==> src/verilog/bsd_pkg.sv <==
/*
  Package of the boot strap decoder: strap bit positions, decoded setting
  types, register offsets and reset values.
  Assumes a 32-bit APB register bus and a sixteen-lane strap input group.
*/
`default_nettype none

package bsd_pkg;

  // ****************************************************************
  // Strap layout
  // ****************************************************************
  localparam int          BSD_STRAP_W        = 16;
  localparam int          BSD_STRAP_STALL    = 0;
  localparam int          BSD_STRAP_LANE_REV = 2;
  localparam int          BSD_STRAP_EDP      = 4;
  localparam int          BSD_STRAP_SPLIT_LO = 5;
  localparam logic [15:0] BSD_STRAP_DEFAULT  = 16'hffff;

  // ****************************************************************
  // Register map
  // ****************************************************************
  localparam logic [11:0] BSD_OFS_CTRL     = 12'h000;
  localparam logic [11:0] BSD_OFS_STRAPS   = 12'h004;
  localparam logic [11:0] BSD_OFS_SETTINGS = 12'h008;
  localparam logic [11:0] BSD_OFS_STATUS   = 12'h00c;
  localparam logic [11:0] BSD_OFS_LIVE     = 12'h010;

  localparam int BSD_CTRL_RELEASE = 0;
  localparam int BSD_STAT_STATE   = 0;
  localparam int BSD_STAT_LOCK    = 4;
  localparam int BSD_STAT_CHANGED = 5;
  localparam int BSD_STAT_IN_RST  = 6;

  localparam logic [31:0] BSD_CTRL_RESET = 32'h0000_0000;

  // ****************************************************************
  // Types
  // ****************************************************************
  typedef enum logic [1:0] {
    BSD_SPLIT_NONE = 2'b00,
    BSD_SPLIT_RSVD = 2'b01,
    BSD_SPLIT_X8X2 = 2'b10,
    BSD_SPLIT_X16  = 2'b11
  } bsd_split_t;

  typedef enum logic [2:0] {
    BSD_ST_HOLD  = 3'b000,
    BSD_ST_LOCK  = 3'b001,
    BSD_ST_STALL = 3'b010,
    BSD_ST_RUN   = 3'b011
  } bsd_state_t;

  typedef enum logic [2:0] {
    BSD_SEL_CTRL     = 3'b000,
    BSD_SEL_STRAPS   = 3'b001,
    BSD_SEL_SETTINGS = 3'b010,
    BSD_SEL_STATUS   = 3'b011,
    BSD_SEL_LIVE     = 3'b100,
    BSD_SEL_NONE     = 3'b111
  } bsd_sel_t;

  typedef struct packed {
    logic       stall_req;
    logic       lane_reverse;
    logic       edp_enable;
    bsd_split_t split;
  } bsd_settings_t;

endpackage

`default_nettype wire

==> src/verilog/bsd_strap_latch.sv <==
/*
  Strap resolver and latch: resolves unterminated strap lanes to one,
  follows them while platform reset is low and freezes them at release.
  Assumes strap and reset inputs are synchronous to pclk.
*/
`timescale 1ns/1ps
`default_nettype none

module bsd_strap_latch
  import bsd_pkg::*;
(
  input  wire logic                   pclk,
  input  wire logic                   presetn,
  input  wire logic                   platform_reset_n,
  input  wire logic [BSD_STRAP_W-1:0] strap_level,
  input  wire logic [BSD_STRAP_W-1:0] strap_term,
  output logic      [BSD_STRAP_W-1:0] live_q,
  output logic      [BSD_STRAP_W-1:0] latched_q,
  output logic                        latch_pulse_q
);

  logic [BSD_STRAP_W-1:0] live_d;
  logic [BSD_STRAP_W-1:0] latched_d;
  logic                   latch_pulse_d;
  logic                   rst_seen_q;
  logic                   rst_seen_d;

  // ****************************************************************
  // Resolve and latch
  // ****************************************************************
  always_comb begin
    live_d        = strap_level | ~strap_term;
    latched_d     = latched_q;
    latch_pulse_d = 1'b0;
    rst_seen_d    = ~platform_reset_n;
    if (!platform_reset_n) begin
      latched_d = live_q;
    end else if (rst_seen_q) begin
      latched_d     = live_q;
      latch_pulse_d = 1'b1;
    end
  end

  always_ff @(posedge pclk or negedge presetn) begin
    if (!presetn) begin
      live_q        <= BSD_STRAP_DEFAULT;
      latched_q     <= BSD_STRAP_DEFAULT;
      latch_pulse_q <= 1'b0;
      rst_seen_q    <= 1'b0;
    end else begin
      live_q        <= live_d;
      latched_q     <= latched_d;
      latch_pulse_q <= latch_pulse_d;
      rst_seen_q    <= rst_seen_d;
    end
  end

endmodule

`default_nettype wire

==> src/verilog/bsd_top.sv <==
/*
  Boot strap decoder top: decodes latched board straps into reset-sequence
  stall, lane reversal, display output enable and graphics link split, and
  exposes them over an APB slave.
  Assumes straps, platform reset and PLL lock are synchronous to pclk.
*/
// Our own choices: the APB register port and the register offsets.
// Overview of operation
// Unterminated strap lanes read as one.
// Strap zero low stalls sequence after lock.
// Strap two low reverses x16 lane numbering.
// Strap four low enables display output.
// Straps six-five select link split mode.
// Platform controller alone drives platform reset.
// Straps latched at reset release, then frozen.
`timescale 1ns/1ps
`default_nettype none

module bsd_top
  import bsd_pkg::*;
(
  input  wire logic                   pclk,
  input  wire logic                   presetn,
  input  wire logic                   psel,
  input  wire logic                   penable,
  input  wire logic                   pwrite,
  input  wire logic [11:0]            paddr,
  input  wire logic [31:0]            pwdata,
  output logic      [31:0]            prdata,
  output logic                        pready,
  output logic                        pslverr,
  input  wire logic                   platform_reset_n,
  input  wire logic                   pll_locked,
  input  wire logic [BSD_STRAP_W-1:0] strap_level,
  input  wire logic [BSD_STRAP_W-1:0] strap_term,
  output logic                        seq_proceed,
  output logic                        seq_stalled,
  output logic                        lane_reverse,
  output logic                        edp_enable,
  output logic                        split_x16,
  output logic                        split_x8x2,
  output logic                        split_reserved
);

  // ****************************************************************
  // Functions
  // ****************************************************************
  function automatic bsd_sel_t dec_addr(input logic [11:0] a);
    bsd_sel_t s;
    s = BSD_SEL_NONE;
    case (a)
      BSD_OFS_CTRL: begin
        s = BSD_SEL_CTRL;
      end
      BSD_OFS_STRAPS: begin
        s = BSD_SEL_STRAPS;
      end
      BSD_OFS_SETTINGS: begin
        s = BSD_SEL_SETTINGS;
      end
      BSD_OFS_STATUS: begin
        s = BSD_SEL_STATUS;
      end
      BSD_OFS_LIVE: begin
        s = BSD_SEL_LIVE;
      end
      default: begin
        s = BSD_SEL_NONE;
      end
    endcase
    return s;
  endfunction

  function automatic bsd_settings_t decode(input logic [BSD_STRAP_W-1:0] st);
    bsd_settings_t r;
    r.stall_req    = ~st[BSD_STRAP_STALL];
    r.lane_reverse = ~st[BSD_STRAP_LANE_REV];
    r.edp_enable   = ~st[BSD_STRAP_EDP];
    r.split        = bsd_split_t'(st[BSD_STRAP_SPLIT_LO +: 2]);
    return r;
  endfunction

  // ****************************************************************
  // Strap capture
  // ****************************************************************
  logic [BSD_STRAP_W-1:0] live_q;
  logic [BSD_STRAP_W-1:0] latched_q;
  logic                   latch_pulse_q;
  bsd_settings_t          cfg;

  // The platform reset is only ever sampled here; nothing in this block
  // drives it, so a board-level short cannot be masked by the decoder.
  bsd_strap_latch u_latch (
    .pclk             (pclk),
    .presetn          (presetn),
    .platform_reset_n (platform_reset_n),
    .strap_level      (strap_level),
    .strap_term       (strap_term),
    .live_q           (live_q),
    .latched_q        (latched_q),
    .latch_pulse_q    (latch_pulse_q)
  );

  assign cfg = decode(latched_q);

  // ****************************************************************
  // Reset sequence state machine
  // ****************************************************************
  bsd_state_t state_q;
  bsd_state_t state_d;
  logic       proceed_q;
  logic       proceed_d;
  logic       stalled_q;
  logic       stalled_d;
  logic       release_q;
  logic       release_d;

  always_comb begin
    state_d = state_q;
    case (state_q)
      BSD_ST_HOLD: begin
        if (latch_pulse_q) begin
          state_d = BSD_ST_LOCK;
        end
      end
      BSD_ST_LOCK: begin
        if (pll_locked) begin
          state_d = cfg.stall_req ? BSD_ST_STALL : BSD_ST_RUN;
        end
      end
      BSD_ST_STALL: begin
        // The stall ends when the strap lane is let go or software
        // releases it, since test points may be unreachable in a chassis.
        if (live_q[BSD_STRAP_STALL] || release_q) begin
          state_d = BSD_ST_RUN;
        end
      end
      BSD_ST_RUN: begin
        state_d = BSD_ST_RUN;
      end
      default: begin
        state_d = BSD_ST_HOLD;
      end
    endcase
    if (!platform_reset_n) begin
      state_d = BSD_ST_HOLD;
    end
    proceed_d = (state_d == BSD_ST_RUN);
    stalled_d = (state_d == BSD_ST_STALL);
  end

  always_ff @(posedge pclk or negedge presetn) begin
    if (!presetn) begin
      state_q   <= BSD_ST_HOLD;
      proceed_q <= 1'b0;
      stalled_q <= 1'b0;
    end else begin
      state_q   <= state_d;
      proceed_q <= proceed_d;
      stalled_q <= stalled_d;
    end
  end

  // ****************************************************************
  // Setting outputs
  // ****************************************************************
  logic lane_rev_q;
  logic lane_rev_d;
  logic edp_q;
  logic edp_d;
  logic x16_q;
  logic x16_d;
  logic x8_q;
  logic x8_d;
  logic rsvd_q;
  logic rsvd_d;

  // Outputs follow only the frozen copy, so they never move between
  // platform resets even if a strap is probed later.
  always_comb begin
    lane_rev_d = cfg.lane_reverse;
    edp_d      = cfg.edp_enable;
    x16_d      = (cfg.split == BSD_SPLIT_X16);
    x8_d       = (cfg.split == BSD_SPLIT_X8X2);
    rsvd_d     = ~x16_d & ~x8_d;
  end

  always_ff @(posedge pclk or negedge presetn) begin
    if (!presetn) begin
      lane_rev_q <= 1'b0;
      edp_q      <= 1'b0;
      x16_q      <= 1'b1;
      x8_q       <= 1'b0;
      rsvd_q     <= 1'b0;
    end else begin
      lane_rev_q <= lane_rev_d;
      edp_q      <= edp_d;
      x16_q      <= x16_d;
      x8_q       <= x8_d;
      rsvd_q     <= rsvd_d;
    end
  end

  // ****************************************************************
  // Strap change monitor
  // ****************************************************************
  logic changed_q;
  logic changed_d;
  logic chg_clr;

  // Set wins over a clear written in the same cycle.
  always_comb begin
    changed_d = changed_q;
    if (chg_clr) begin
      changed_d = 1'b0;
    end
    if (platform_reset_n && state_q != BSD_ST_HOLD && live_q != latched_q) begin
      changed_d = 1'b1;
    end
  end

  always_ff @(posedge pclk or negedge presetn) begin
    if (!presetn) begin
      changed_q <= 1'b0;
    end else begin
      changed_q <= changed_d;
    end
  end

  // ****************************************************************
  // APB slave
  // ****************************************************************
  bsd_sel_t    sel;
  logic        setup;
  logic        wr_fire;
  logic [31:0] rdata_d;
  logic [31:0] rdata_q;
  logic        ready_d;
  logic        ready_q;
  logic        err_d;
  logic        err_q;

  assign sel     = dec_addr(paddr);
  assign setup   = psel & ~penable;
  assign wr_fire = psel & penable & ready_q & pwrite;
  assign chg_clr = wr_fire && sel == BSD_SEL_STATUS && pwdata[BSD_STAT_CHANGED];

  always_comb begin
    release_d = release_q;
    if (wr_fire && sel == BSD_SEL_CTRL) begin
      release_d = pwdata[BSD_CTRL_RELEASE];
    end
    if (!platform_reset_n) begin
      release_d = BSD_CTRL_RESET[BSD_CTRL_RELEASE];
    end
  end

  always_comb begin
    rdata_d = 32'h0000_0000;
    case (sel)
      BSD_SEL_CTRL: begin
        rdata_d[BSD_CTRL_RELEASE] = release_q;
      end
      BSD_SEL_STRAPS: begin
        rdata_d[BSD_STRAP_W-1:0] = latched_q;
      end
      BSD_SEL_SETTINGS: begin
        rdata_d[4:0] = cfg;
      end
      BSD_SEL_STATUS: begin
        rdata_d[BSD_STAT_STATE +: 3] = state_q;
        rdata_d[BSD_STAT_LOCK]       = pll_locked;
        rdata_d[BSD_STAT_CHANGED]    = changed_q;
        rdata_d[BSD_STAT_IN_RST]     = ~platform_reset_n;
      end
      BSD_SEL_LIVE: begin
        rdata_d[BSD_STRAP_W-1:0] = live_q;
      end
      default: begin
        rdata_d = 32'h0000_0000;
      end
    endcase
    ready_d = setup;
    err_d   = setup & (sel == BSD_SEL_NONE);
    if (!setup) begin
      rdata_d = rdata_q;
    end
  end

  always_ff @(posedge pclk or negedge presetn) begin
    if (!presetn) begin
      release_q <= BSD_CTRL_RESET[BSD_CTRL_RELEASE];
      rdata_q   <= 32'h0000_0000;
      ready_q   <= 1'b0;
      err_q     <= 1'b0;
    end else begin
      release_q <= release_d;
      rdata_q   <= rdata_d;
      ready_q   <= ready_d;
      err_q     <= err_d;
    end
  end

  // ****************************************************************
  // Output drive
  // ****************************************************************
  assign prdata         = rdata_q;
  assign pready         = ready_q;
  assign pslverr        = err_q;
  assign seq_proceed    = proceed_q;
  assign seq_stalled    = stalled_q;
  assign lane_reverse   = lane_rev_q;
  assign edp_enable     = edp_q;
  assign split_x16      = x16_q;
  assign split_x8x2     = x8_q;
  assign split_reserved = rsvd_q;

endmodule

`default_nettype wire

==> config.mk <==
export PLATFORM = sky130hd
export DESIGN_NAME = bsd_top
export DESIGN_NICKNAME = d
export VERILOG_FILES = /design/src/verilog/bsd_pkg.sv /design/src/verilog/bsd_strap_latch.sv /design/src/verilog/bsd_top.sv
export SDC_FILE = /design/constraint.sdc
export NUM_CORES = 1
export LEC_CHECK = 0
export BUFFER_PORTS_ARGS = -buffer_cell sky130_fd_sc_hd__buf_2
export CAP_MARGIN = 20
export CORE_UTILIZATION = 45
export DETAILED_ROUTE_END_ITERATION = 7
export MAX_ROUTING_LAYER = met4
export PLACE_DENSITY = 0.76
export SYNTH_ARGS = -nofsm -noshare
export SYNTH_HDL_FRONTEND = slang
export SYNTH_SLANG_ARGS = --single-unit
==> constraint.sdc <==
create_clock -name pclk -period 1.7 [get_ports pclk]
set_input_delay 0.255 -clock pclk [delete_from_list [all_inputs] [get_ports pclk]]
set_output_delay 0.255 -clock pclk [all_outputs]
set_load 0.005 [all_outputs]
=== Yosys cells after proc, flatten, opt, wreduce, memory -nomap -nowiden ===
Index checks and enable logic that the tools add are counted.

* Equality and inequality tests: 19
* Reduce and logical (&&, ||, !) cells: 11
* Multiplexer cells: 21
* Bitwise gates (word level): 15

{| class="wikitable"
|+ Operators by type and width
! cell !! number
|-
| $mux W16 || 2
|-
| $eq A12 B4 Y1 const B || 2
|-
| $eq A3 B2 Y1 const B || 6
|-
| $pmux W9 S2 || 1
|-
| $ne A16 B16 Y1 || 1
|-
| $not A16 Y16 || 1
|-
| $or A16 B16 Y16 || 1
|-
| $pmux W3 S5 || 1
|-
| $eq A12 B3 Y1 const B || 1
|-
| $eq A12 B5 Y1 const B || 1
|-
| $logic_not A12 Y1 || 1
|-
| $mux W3 || 4
|-
| $pmux W3 S4 || 1
|-
| $pmux W2 S4 || 1
|-
| $mux W1 || 7
|-
| $not A1 Y1 || 7
|-
| $and A1 B1 Y1 || 6
|-
| $eq A3 B1 Y1 const B || 2
|-
| $eq A3 B3 Y1 const B || 2
|-
| $logic_not A3 Y1 || 2
|-
| $pmux W2 S3 || 1
|-
| $logic_and A1 B1 Y1 || 5
|-
| $pmux W1 S5 || 1
|-
| $eq A2 B2 Y1 const B || 2
|-
| 6 further kinds || 7
|}

* Output and inout bits: 41
* Logic and storage cells: 83
* Flip-flop bits (word level): 64

=== Depth between registers and ports, before layout ===
Gate-level depths: netlist of the first run.

* Depth after elaboration: 7
* Mapped depth: 6

=== By module ===
A second synthesis of the first run with hierarchy kept.

* Cell total of the unflattened synthesis: 250
* Area total of the unflattened synthesis: 3052.9 um^2

{| class="wikitable"
|+ By module, submodules not included
! module !! cells each !! seq. area each (um^2) !! area each (um^2) !! instances
|-
| bsd_top || 179 || 752.0 || 1795.5 || 1
|-
| bsd_strap_latch || 71 || 890.9 || 1257.5 || 1
|}

=== Worst setup path after synthesis of the first run ===
OpenSTA, ideal clock, no wires.

* Path kind: input to register
* Start point: in paddr[9]
* End point: reg rdata_q[1], in the netlist prdata[1]
* Library setup time: 0.076 ns
* Slack: 0.285 ns
* Data arrival time: 1.339 ns
* Stages: 4
* Cells stage by stage: nor4_4 -> nand3_2 -> or4b_4 -> o21ai_1

* Longest elaborated chain between the ends: 4
* Elaborated cells between the ends (all ways): 11
* Those cells by class: eq/ne (8); mux (2); reduce/logical (1)

{| class="wikitable"
|+ RTL lines
! what !! line !! text
|-
| start: declaration || bsd_top.sv:27 || <nowiki>input wire logic [11:0] paddr,</nowiki>
|-
| $eq A12 B5 Y1, or another cell as far along || bsd_top.sv:51 || <nowiki>case (a)</nowiki>
|-
| $pmux W3 S5 (*) || bsd_top.sv:51 ||
|-
| $eq A3 B3 Y1, or another cell as far along || bsd_top.sv:260 || <nowiki>case (sel)</nowiki>
|-
| $pmux W2 S4 (*) || bsd_top.sv:260 ||
|-
| end signal: assignment || bsd_top.sv:298 || <nowiki>rdata_q <= rdata_d;</nowiki>
|-
| end: declaration || bsd_top.sv:237 || <nowiki>logic [31:0] rdata_q;</nowiki>
|}

Every way passes the cells marked *; elsewhere a longest branch is shown, timed or not.
A chain may end at the register's enable or synchronous reset.

=== Worst setup path in the final report of the first run ===
* Start point: reg u_latch.live_q[1]
* End point: reg changed_q

* Longest elaborated chain between the ends: 3
* Elaborated cells between the ends (all ways): 4
* Those cells by class: eq/ne (1); mux (1); reduce/logical (2)

{| class="wikitable"
|+ RTL lines
! what !! line !! text
|-
| start: declaration || bsd_strap_latch.sv:17 || <nowiki>output logic [BSD_STRAP_W-1:0] live_q,</nowiki>
|-
| start signal: assignment || bsd_strap_latch.sv:51 || <nowiki>live_q <= live_d;</nowiki>
|-
| $ne A16 B16 Y1 (*) || bsd_top.sv:217 || <nowiki>if (platform_reset_n && state_q != BSD_ST_HOLD && live_q != latched_q) begin</nowiki>
|-
| $logic_and A1 B1 Y1 (*) || bsd_top.sv:217 ||
|-
| $mux W1 or $reduce_bool A2 Y1 (tied branches) || - ||
|-
| end signal: assignment || bsd_top.sv:226 || <nowiki>changed_q <= changed_d;</nowiki>
|-
| end: declaration || bsd_top.sv:207 || <nowiki>logic changed_q;</nowiki>
|}

Marks and branches as above.

==> impl_table.tex, run 1 <==
\begin{tabular}{lr}
\hline
Metric & Value \\
\hline
\multicolumn{2}{l}{\textbf{Synth}} \\
Synth cell types & 41 \\
Number of flip-flops and latches in the synthesized netlist & 64 \\
Area leader, netlist & sky130\_fd\_sc\_hd\_\_dfstp\_2 \\
Ranking of synthesized cells by instance count & 33 x sky130\_fd\_sc\_hd\_\_dfstp\_2, 31 x sky130\_fd\_sc\_hd\_\_dfrtp\_1, 20 x sky130\_fd\_sc\_hd\_\_nand2b\_1 \\
Cell count after synthesis & 250 \\
Syn avg cell area & 11.8 sq um \\
Top cells by area in the synthesized netlist & sky130\_fd\_sc\_hd\_\_dfstp\_2 29\%, sky130\_fd\_sc\_hd\_\_dfrtp\_1 26\%, sky130\_fd\_sc\_hd\_\_mux2\_2 5.3\%, sky130\_fd\_sc\_hd\_\_xnor2\_1 4.7\%, sky130\_fd\_sc\_hd\_\_nand2b\_1 4.2\% \\
Synth async-reset ratio & 1.00 \\
Count of yosys warnings during synthesis & 0 \\
Seq/Total Area, Yosys & 0.557 \\
Cell area after synthesis & 2950 sq um \\
Post-synth top flop & sky130\_fd\_sc\_hd\_\_dfstp\_2 \\
Cell with the most instances after synthesis & sky130\_fd\_sc\_hd\_\_dfstp\_2 \\
Area share of the leading cell type in the synthesized netlist & 0.294 \\
Number of synthesized flops with an enable pin & 0 \\
\multicolumn{2}{l}{\textbf{Route}} \\
Final routed wirelength across all metal layers & 5.67 mm \\
Avg WL per Cell & 13.6 microns \\
Number of DRC violations after detailed-routing iteration 0 & 159 \\
Number of search-and-repair iterations in the first detailed-routing pass & 4 \\
DRT antenna net count & 0 \\
DRC viols & 0 \\
Via count of the routed design & 2091 \\
Per-cell via count in the routed design & 5.00 \\
\multicolumn{2}{l}{\textbf{Place}} \\
Half-perimeter wire length after detailed placement & 4.21 mm \\
Gpl congestion & 0.852 \\
Buffers on Ports & 77 \\
\multicolumn{2}{l}{\textbf{Clocking}} \\
TritonCTS sink count & 64 \\
Reg clk slew, reported paths & 0.07 ns \\
Count of H-tree levels built during CTS & 3 \\
Post-cts gate resize count & 0 \\
CTS tree & done \\
Number of buffers on the longest clock path & 2 \\
Clock root buffer & sky130\_fd\_sc\_hd\_\_clkbuf\_8 \\
Worst-Skew Late Latency & 0.34 ns \\
CTS buffer count & 9 \\
\multicolumn{2}{l}{\textbf{Cells and area}} \\
Antenna diode count & 0 \\
Number of nets in the final layout & 419 \\
FILL cells & 527 \\
Area growth from synthesis to layout & 20.5\% \\
Share of layout cells above drive strength 1 & 0.443 \\
Area taken by multi-input logic gates & 1180 sq um \\
Area of all sequential standard cells & 1640 sq um \\
\multicolumn{2}{l}{\textbf{STA}} \\
Portion of the clock cycle consumed by the worst path in the final layout & 0.887 \\
Peak Freq & 0.663 GHz \\
Count of pins over their slew limit & 0 \\
Clock skew & 0.00956 ns \\
Aggregate negative setup slack & 0 ns \\
Count of final setup violators & 0 \\
RSZ-0062 raised after global routing & false \\
Crit path time final & 1.51 ns \\
Hold Violations, Final & 0 \\
\multicolumn{2}{l}{\textbf{Worst setup path}} \\
Setup slack of the worst register-to-register path & 0.19 ns \\
Critical Path Sink Type & flop \\
Worst flop-to-flop path startpoint & u\_latch.live\_q[1] \\
Maximum fanout along the worst path & 3 \\
Endpoint of the worst-slack reg-to-reg timing path & changed\_q \\
Number of cells traversed by the worst register-to-register path & 4 \\
Worst Path Buf+Inv & 0 \\
Worst Path Arrival & 1.72 ns \\
Crit path kind & reg -> reg \\
Endpoint required time on the critical path & 1.91 ns \\
CP top delay family & flip-flops \\
Type of element launching the critical path & flop \\
Highest-delay cell along the critical path & sky130\_fd\_sc\_hd\_\_dfstp\_2 \\
Crit path cell chain & xnor2\_1 > nand4\_1 > nor4\_1 > o32ai\_1 \\
Max incr delay on CP & 0.56 ns \\
\multicolumn{2}{l}{\textbf{Power and ir drop}} \\
Power Dens Cells & 872 nW/um\^{}2 \\
Peak supply drop & 0.000513 V \\
LEAKAGE & 0.00160 uW \\
Power Total & 3100 uW \\
\multicolumn{2}{l}{\textbf{Floorplanning}} \\
Initial cell density of the core & 0.465 \\
Height of the die & 83.0 microns \\
\# IOs & 124 \\
Die outline area & 6880 sq um \\
\# rows & 29 \\
Placeable Area & 6350 sq um \\
Die boundary width & 83.0 microns \\
\multicolumn{2}{l}{\textbf{GRT}} \\
Met2 routing resource usage after global routing & 0.265 \\
Overall global routing resource usage & 0.180 \\
Busiest layer in global routing & met2 \\
Maximum number of pins on one net before global-route repair & 65 \\
Met1 track demand over resource in global routing & 0.239 \\
Global-route track usage on met3 & 0.0288 \\
Antenna violations before repair & 0 \\
Wire length of the first global-routing pass & 9.30 mm \\
Total gr overflow & 0 \\
Via count of the first global-routing pass & 1898 \\
\multicolumn{2}{l}{\textbf{Min path}} \\
HP Start & strap\_term[6] \\
Instance count along the most critical hold path & 2 \\
Worst min path class & in -> reg \\
Endpoint, Worst Hold & u\_latch.live\_q[6] \\
\multicolumn{2}{l}{\textbf{Status}} \\
Result of the run & finished, final reports clean \\
\multicolumn{2}{l}{\textbf{Flow run}} \\
Number of max-cap violations & 0 \\
\hline
\end{tabular}
## flip-flops by register name (all words and copies together), names as in the netlist, 3 cells and up
| signal | cells |
|---|---|
| u_latch.latched_q | 16 |
| u_latch.live_q | 16 |
| prdata | 16 |
| state_q | 3 |
## cell type report
type	instances	share of cell area
Clock buffer	12	0.0380
Clock inverter	4	0.00633
Inverter	7	0.00739
Multi-Input combinational cell	170	0.332
Sequential cell	64	0.462
Tap cell	77	0.0271
Timing Repair Buffer	84	0.127
## worst max-delay path by stage
stage / slack (ns) / to / cells after the start / from
finish: 0.19 / changed_q / 4 / u_latch.live_q[1]
global route: 0.13 / changed_q / 4 / u_latch.latched_q[2]
global placement: 0.12 / prdata[5] / 6 / paddr[1]
detailed placement: 0.06 / prdata[5] / 6 / paddr[1]
CTS: 0.16 / changed_q / 4 / u_latch.live_q[1]
floorplan: 0.28 / prdata[1] / 4 / paddr[9]
## per-layer routing
metal | part of all wire | vias up
li1 | - | 1019
met1 | 0.46 | 993
met2 | 0.48 | 67
met3 | 0.036 | 12
met4 | 0.025 | 0
met5 | 0 | -
## metrics by stage
| stage | setup slack (ns) | utilization | cells | hold slack (ns) | cell area [sq um] |
|---|---|---|---|---|---|
| after floorplan | 0.285 | - | 266 | -0.0406 | 3010 |
| after global placement | 0.124 | 0.534 | 401 | 0.284 | 3390 |
| after detailed placement | 0.0611 | 0.534 | 401 | 0.288 | 3390 |
| after CTS | 0.162 | 0.560 | 418 | 0.0193 | 3560 |
| after global routing | 0.133 | 0.560 | 418 | 0.0317 | 3560 |
| final | 0.193 | 0.560 | 418 | 0.0372 | 3560 |
## power breakdown
group	switching (uW)	internal, uW
Combinational	166	172
Sequential	59.2	1630
Clock	551	522
## cell usage in the layout (no fill, tap or decap), drive strengths merged, types with 12 or more instances in the layout
cell	count
xnor2	16
clkbuf	12
nand2b	20
buf	83
conb	17
dfrtp	31
o21ai	16
nand2	18
dfstp	33
mux2	17
## logic make-up after synthesis
group / Yosys count / share of synthesized area
AOI/OAI and AO/OA: 45 / 0.106
xor gates and xnor gates: 16 / 0.0475
buffers and inverters: 32 / 0.0636
DFF: 64 / 0.557
muxes: 20 / 0.0793
other: 1 / 0.00127
and+or+nand+nor: 72 / 0.146
## what timing repair did
item | CTS | global route
hold endpoints to repair | 31 | 0
setup buffers | 0 | 0
hold buffers | 1 | 0
## worst reg2reg max path, delay by kind of cell (launching register included)
kind            cells  cell delay, ns
flops               1            0.56
simple gates        2            0.55
xor+xnor            1            0.15
compound gates      1            0.13
Note: power is estimated with default switching activity, not from simulation.
==> run 2, diff against run 1 <==
--- a/config.mk
+++ b/config.mk
@@ -5,12 +5,13 @@
 export SDC_FILE = /design/constraint.sdc
 export NUM_CORES = 1
 export LEC_CHECK = 0
+export ABC_AREA = 1
 export BUFFER_PORTS_ARGS = -buffer_cell sky130_fd_sc_hd__buf_2
 export CAP_MARGIN = 20
 export CORE_UTILIZATION = 45
 export DETAILED_ROUTE_END_ITERATION = 7
 export MAX_ROUTING_LAYER = met4
-export PLACE_DENSITY = 0.76
+export PLACE_DENSITY = 0.75
 export SYNTH_ARGS = -nofsm -noshare
 export SYNTH_HDL_FRONTEND = slang
 export SYNTH_SLANG_ARGS = --single-unit
==> impl_table.tex, run 2 <==
\begin{tabular}{lr}
\hline
Metric & Value \\
\hline
\multicolumn{2}{l}{\textbf{Status}} \\
Result of the run & finished with violations \\
Violations in the final reports & DRC \\
\multicolumn{2}{l}{\textbf{Cells and area}} \\
Final instance area & 3760 sq um (+5.9\%) \\
Share of layout cells above drive strength 1 & 0.319 (-0.124) \\
Area of all sequential standard cells & 1640 sq um (unchanged) \\
Top library cells by usage in the layout, fill and taps aside & 121 x sky130\_fd\_sc\_hd\_\_nand2\_1, 77 x sky130\_fd\_sc\_hd\_\_buf\_2, 47 x sky130\_fd\_sc\_hd\_\_inv\_1, 33 x sky130\_fd\_sc\_hd\_\_dfstp\_2, 31 x sky130\_fd\_sc\_hd\_\_dfrtp\_1 \\
FILL cells & 602 (+14\%) \\
Antenna diode count & 0 (unchanged) \\
Area taken by multi-input logic gates & 1160 sq um (-1.4\%) \\
Number of nets in the final layout & 536 (+28\%) \\
Most common cell after layout, fill and taps aside & sky130\_fd\_sc\_hd\_\_nand2\_1 \\
Area growth from synthesis to layout & 21.5\% \\
\multicolumn{2}{l}{\textbf{Power and ir drop}} \\
Peak supply drop & 0.000483 V (-5.9\%) \\
Power Total & 3420 uW (+10\%) \\
Switching portion of total power & 0.227 (-0.0228) \\
Cell-internal power & 2640 uW (+14\%) \\
LEAKAGE & 0.00209 uW (+30\%) \\
Clock network fraction of design power & 0.414 (+0.068) \\
Sequential share of power & 0.495 (-0.050) \\
Power Dens Cells & 909 nW/um\^{}2 (+4.2\%) \\
Combinational Power Share & 0.091 (-0.018) \\
Sw power & 778 uW (+0.29\%) \\
\multicolumn{2}{l}{\textbf{Route}} \\
Avg WL per Cell & 11.4 microns (-16\%) \\
DRT antenna net count & 0 (unchanged) \\
Number of DRC violations after detailed-routing iteration 0 & 151 (-5.0\%) \\
DRC viols & 10 (+10) \\
Via count of the routed design & 2486 (+19\%) \\
Per-cell via count in the routed design & 4.65 (-7.1\%) \\
Final routed wirelength across all metal layers & 6.10 mm (+7.6\%) \\
Number of search-and-repair iterations in the first detailed-routing pass & 8 (+4) \\
\multicolumn{2}{l}{\textbf{Worst setup path}} \\
Maximum fanout along the worst path & 3 (unchanged) \\
Max incr delay on CP & 0.54 ns (-0.02 ns) \\
Highest-delay cell along the critical path & sky130\_fd\_sc\_hd\_\_dfstp\_2 \\
Crit path kind & reg -> reg \\
Most Frequent Cell on Critical Path & sky130\_fd\_sc\_hd\_\_nand2\_1 \\
Crit path cell chain & inv\_1 > nand2\_1 > nand2\_1 > a21oi\_1 > nand3\_1 > nor2\_1 > nand2\_1 > nand2\_1 > nand2\_1 \\
Endpoint required time on the critical path & 1.93 ns (+0.02 ns) \\
Type of element launching the critical path & flop \\
Worst Path Arrival & 1.53 ns (-0.19 ns) \\
Critical Path Sink Type & flop \\
\multicolumn{2}{l}{\textbf{Clocking}} \\
Count of H-tree levels built during CTS & 3 (unchanged) \\
Post CTS Setup Buffer Count & 0 (unchanged) \\
Post-cts gate resize count & 0 (unchanged) \\
Worst-Skew Late Latency & 0.34 ns (about the same) \\
CTS buffer count & 9 (unchanged) \\
Clock root buffer & sky130\_fd\_sc\_hd\_\_clkbuf\_8 \\
CTS Hold Buffers Added & 1 (unchanged) \\
TritonCTS sink count & 64 (unchanged) \\
CTS tree & done \\
Reg clk slew, reported paths & 0.07 ns (about the same) \\
Number of buffers on the longest clock path & 2 (unchanged) \\
\multicolumn{2}{l}{\textbf{STA}} \\
Count of final setup violators & 0 (unchanged) \\
Hold Violations, Final & 0 (unchanged) \\
Crit path time final & 1.30 ns (-0.205 ns) \\
Peak Freq & 0.768 GHz (+16\%) \\
Portion of the clock cycle consumed by the worst path in the final layout & 0.766 (-0.121) \\
Clock skew & 0.00907 ns (-0.000488 ns) \\
RSZ-0062 raised after global routing & false \\
Count of pins over their slew limit & 0 (unchanged) \\
Aggregate negative setup slack & 0 ns (unchanged) \\
\multicolumn{2}{l}{\textbf{Floorplanning}} \\
Placeable Area & 6490 sq um (+2.3\%) \\
Die boundary width & 85.0 microns (+2.4\%) \\
Height of the die & 85.0 microns (+2.4\%) \\
Die outline area & 7220 sq um (+4.9\%) \\
Initial cell density of the core & 0.477 (+0.0123) \\
\# IOs & 124 (unchanged) \\
\# rows & 29 (unchanged) \\
\multicolumn{2}{l}{\textbf{Synth}} \\
Syn avg cell area & 8.46 sq um (-28\%) \\
Post-synth top flop & sky130\_fd\_sc\_hd\_\_dfstp\_2 \\
Count of yosys warnings during synthesis & 0 (unchanged) \\
Seq/Total Area, Yosys & 0.530 (-0.0265) \\
Synth cell types & 27 (-34\%) \\
Ranking of synthesized cells by instance count & 121 x sky130\_fd\_sc\_hd\_\_nand2\_1, 47 x sky130\_fd\_sc\_hd\_\_inv\_1, 33 x sky130\_fd\_sc\_hd\_\_dfstp\_2 \\
Area leader, netlist & sky130\_fd\_sc\_hd\_\_dfstp\_2 \\
Area share of the leading cell type in the synthesized netlist & 0.280 (-0.0140) \\
Number of flip-flops and latches in the synthesized netlist & 64 (unchanged) \\
Cell count after synthesis & 366 (+46\%) \\
Cell with the most instances after synthesis & sky130\_fd\_sc\_hd\_\_nand2\_1 \\
Number of synthesized flops with an enable pin & 0 (unchanged) \\
Cell area after synthesis & 3100 sq um (+5.0\%) \\
Synth async-reset ratio & 1.00 (unchanged) \\
Top cells by area in the synthesized netlist & sky130\_fd\_sc\_hd\_\_dfstp\_2 28\%, sky130\_fd\_sc\_hd\_\_dfrtp\_1 25\%, sky130\_fd\_sc\_hd\_\_nand2\_1 15\%, sky130\_fd\_sc\_hd\_\_inv\_1 5.7\%, sky130\_fd\_sc\_hd\_\_buf\_4 4.1\% \\
\multicolumn{2}{l}{\textbf{Min path}} \\
Worst min path class & in -> reg \\
\multicolumn{2}{l}{\textbf{GRT}} \\
Antenna violations before repair & 0 (unchanged) \\
Total gr overflow & 0 (unchanged) \\
Maximum number of pins on one net before global-route repair & 65 (unchanged) \\
Wire length of the first global-routing pass & 10.2 mm (+9.2\%) \\
Via count of the first global-routing pass & 2208 (+16\%) \\
Overall global routing resource usage & 0.189 (+0.00813) \\
\multicolumn{2}{l}{\textbf{Flow run}} \\
Number of max-cap violations & 0 (unchanged) \\
\multicolumn{2}{l}{\textbf{Place}} \\
Half-perimeter wire length after detailed placement & 4.57 mm (+8.6\%) \\
DP Area & 3520 sq um (+4.0\%) \\
Gpl congestion & 0.883 (+3.7\%) \\
Buffers on Ports & 77 (unchanged) \\
\hline
\end{tabular}
==> run 2: final timing paths <==
check                                     start                   end  slack, ns  cells past startpoint
setup / recovery              u_latch.live_q[9]             changed_q       0.40                      9
min in group asynchronous               presetn             changed_q       0.45                      3
hold / removal                   strap_term[10]    u_latch.live_q[10]       0.04                      2
max in group asynchronous               presetn  u_latch.latched_q[2]       0.93                      3
hold reg to reg            u_latch.latched_q[6]             split_x16       0.46                      2
setup reg to reg              u_latch.live_q[9]             changed_q       0.40                      9
==> run 2: metrics by stage <==
step,setup WS [ns],util,instances,hold WS [ns]
after global placement,0.187,0.542,518,0.285
after CTS,0.403,0.580,535,0.0263
after global routing,0.270,0.580,535,0.0225
final,0.398,0.580,535,0.0364
after detailed placement,0.160,0.542,518,0.287
after floorplan,0.560,-,382,-0.0406
==> run 2: final cells by class <==
class / count / share of cell area
multi-input combinational: 246 / 0.309
timing repair buffer: 83 / 0.118
sequential: 64 / 0.436
inverter: 49 / 0.0489
tap: 77 / 0.0256
clock buffer: 16 / 0.0618
==> run 2: critical path, delay by kind of cell (launching register included) <==
kind                   cells  cell delay [ns]
AO/OA/AOI/OAI              1             0.13
AND/OR/NAND/NOR            7             0.48
buffers and inverters      1             0.05
flip-flops                 1             0.54
==> run 2: per-layer routing <==
layer	track usage	up-vias	wire length, microns
met5	-	-	0
met4	0.0817	0	112
met3	0.0379	9	349
met2	0.276	103	2710
met1	0.255	1105	2930
li1	-	1269	-
==> run 2: cells by family after synthesis <==
logic type	count (synthesis)	share of synthesized area
xor+xnor	14	0.0396
simple gates	177	0.242
compound gates	34	0.0590
buf+inv	72	0.113
mux	4	0.0145
flops	64	0.530
other cells	1	0.00121
==> run 2: power groups by stage <==
stage               logic [uW]  registers, uW  clock network, uW
floorplan                  196           1700                  0
global route               358           1700               1520
CTS                        316           1690               1450
finish                     312           1690               1420
global placement           305           1710                  0
detailed placement         313           1720                  0
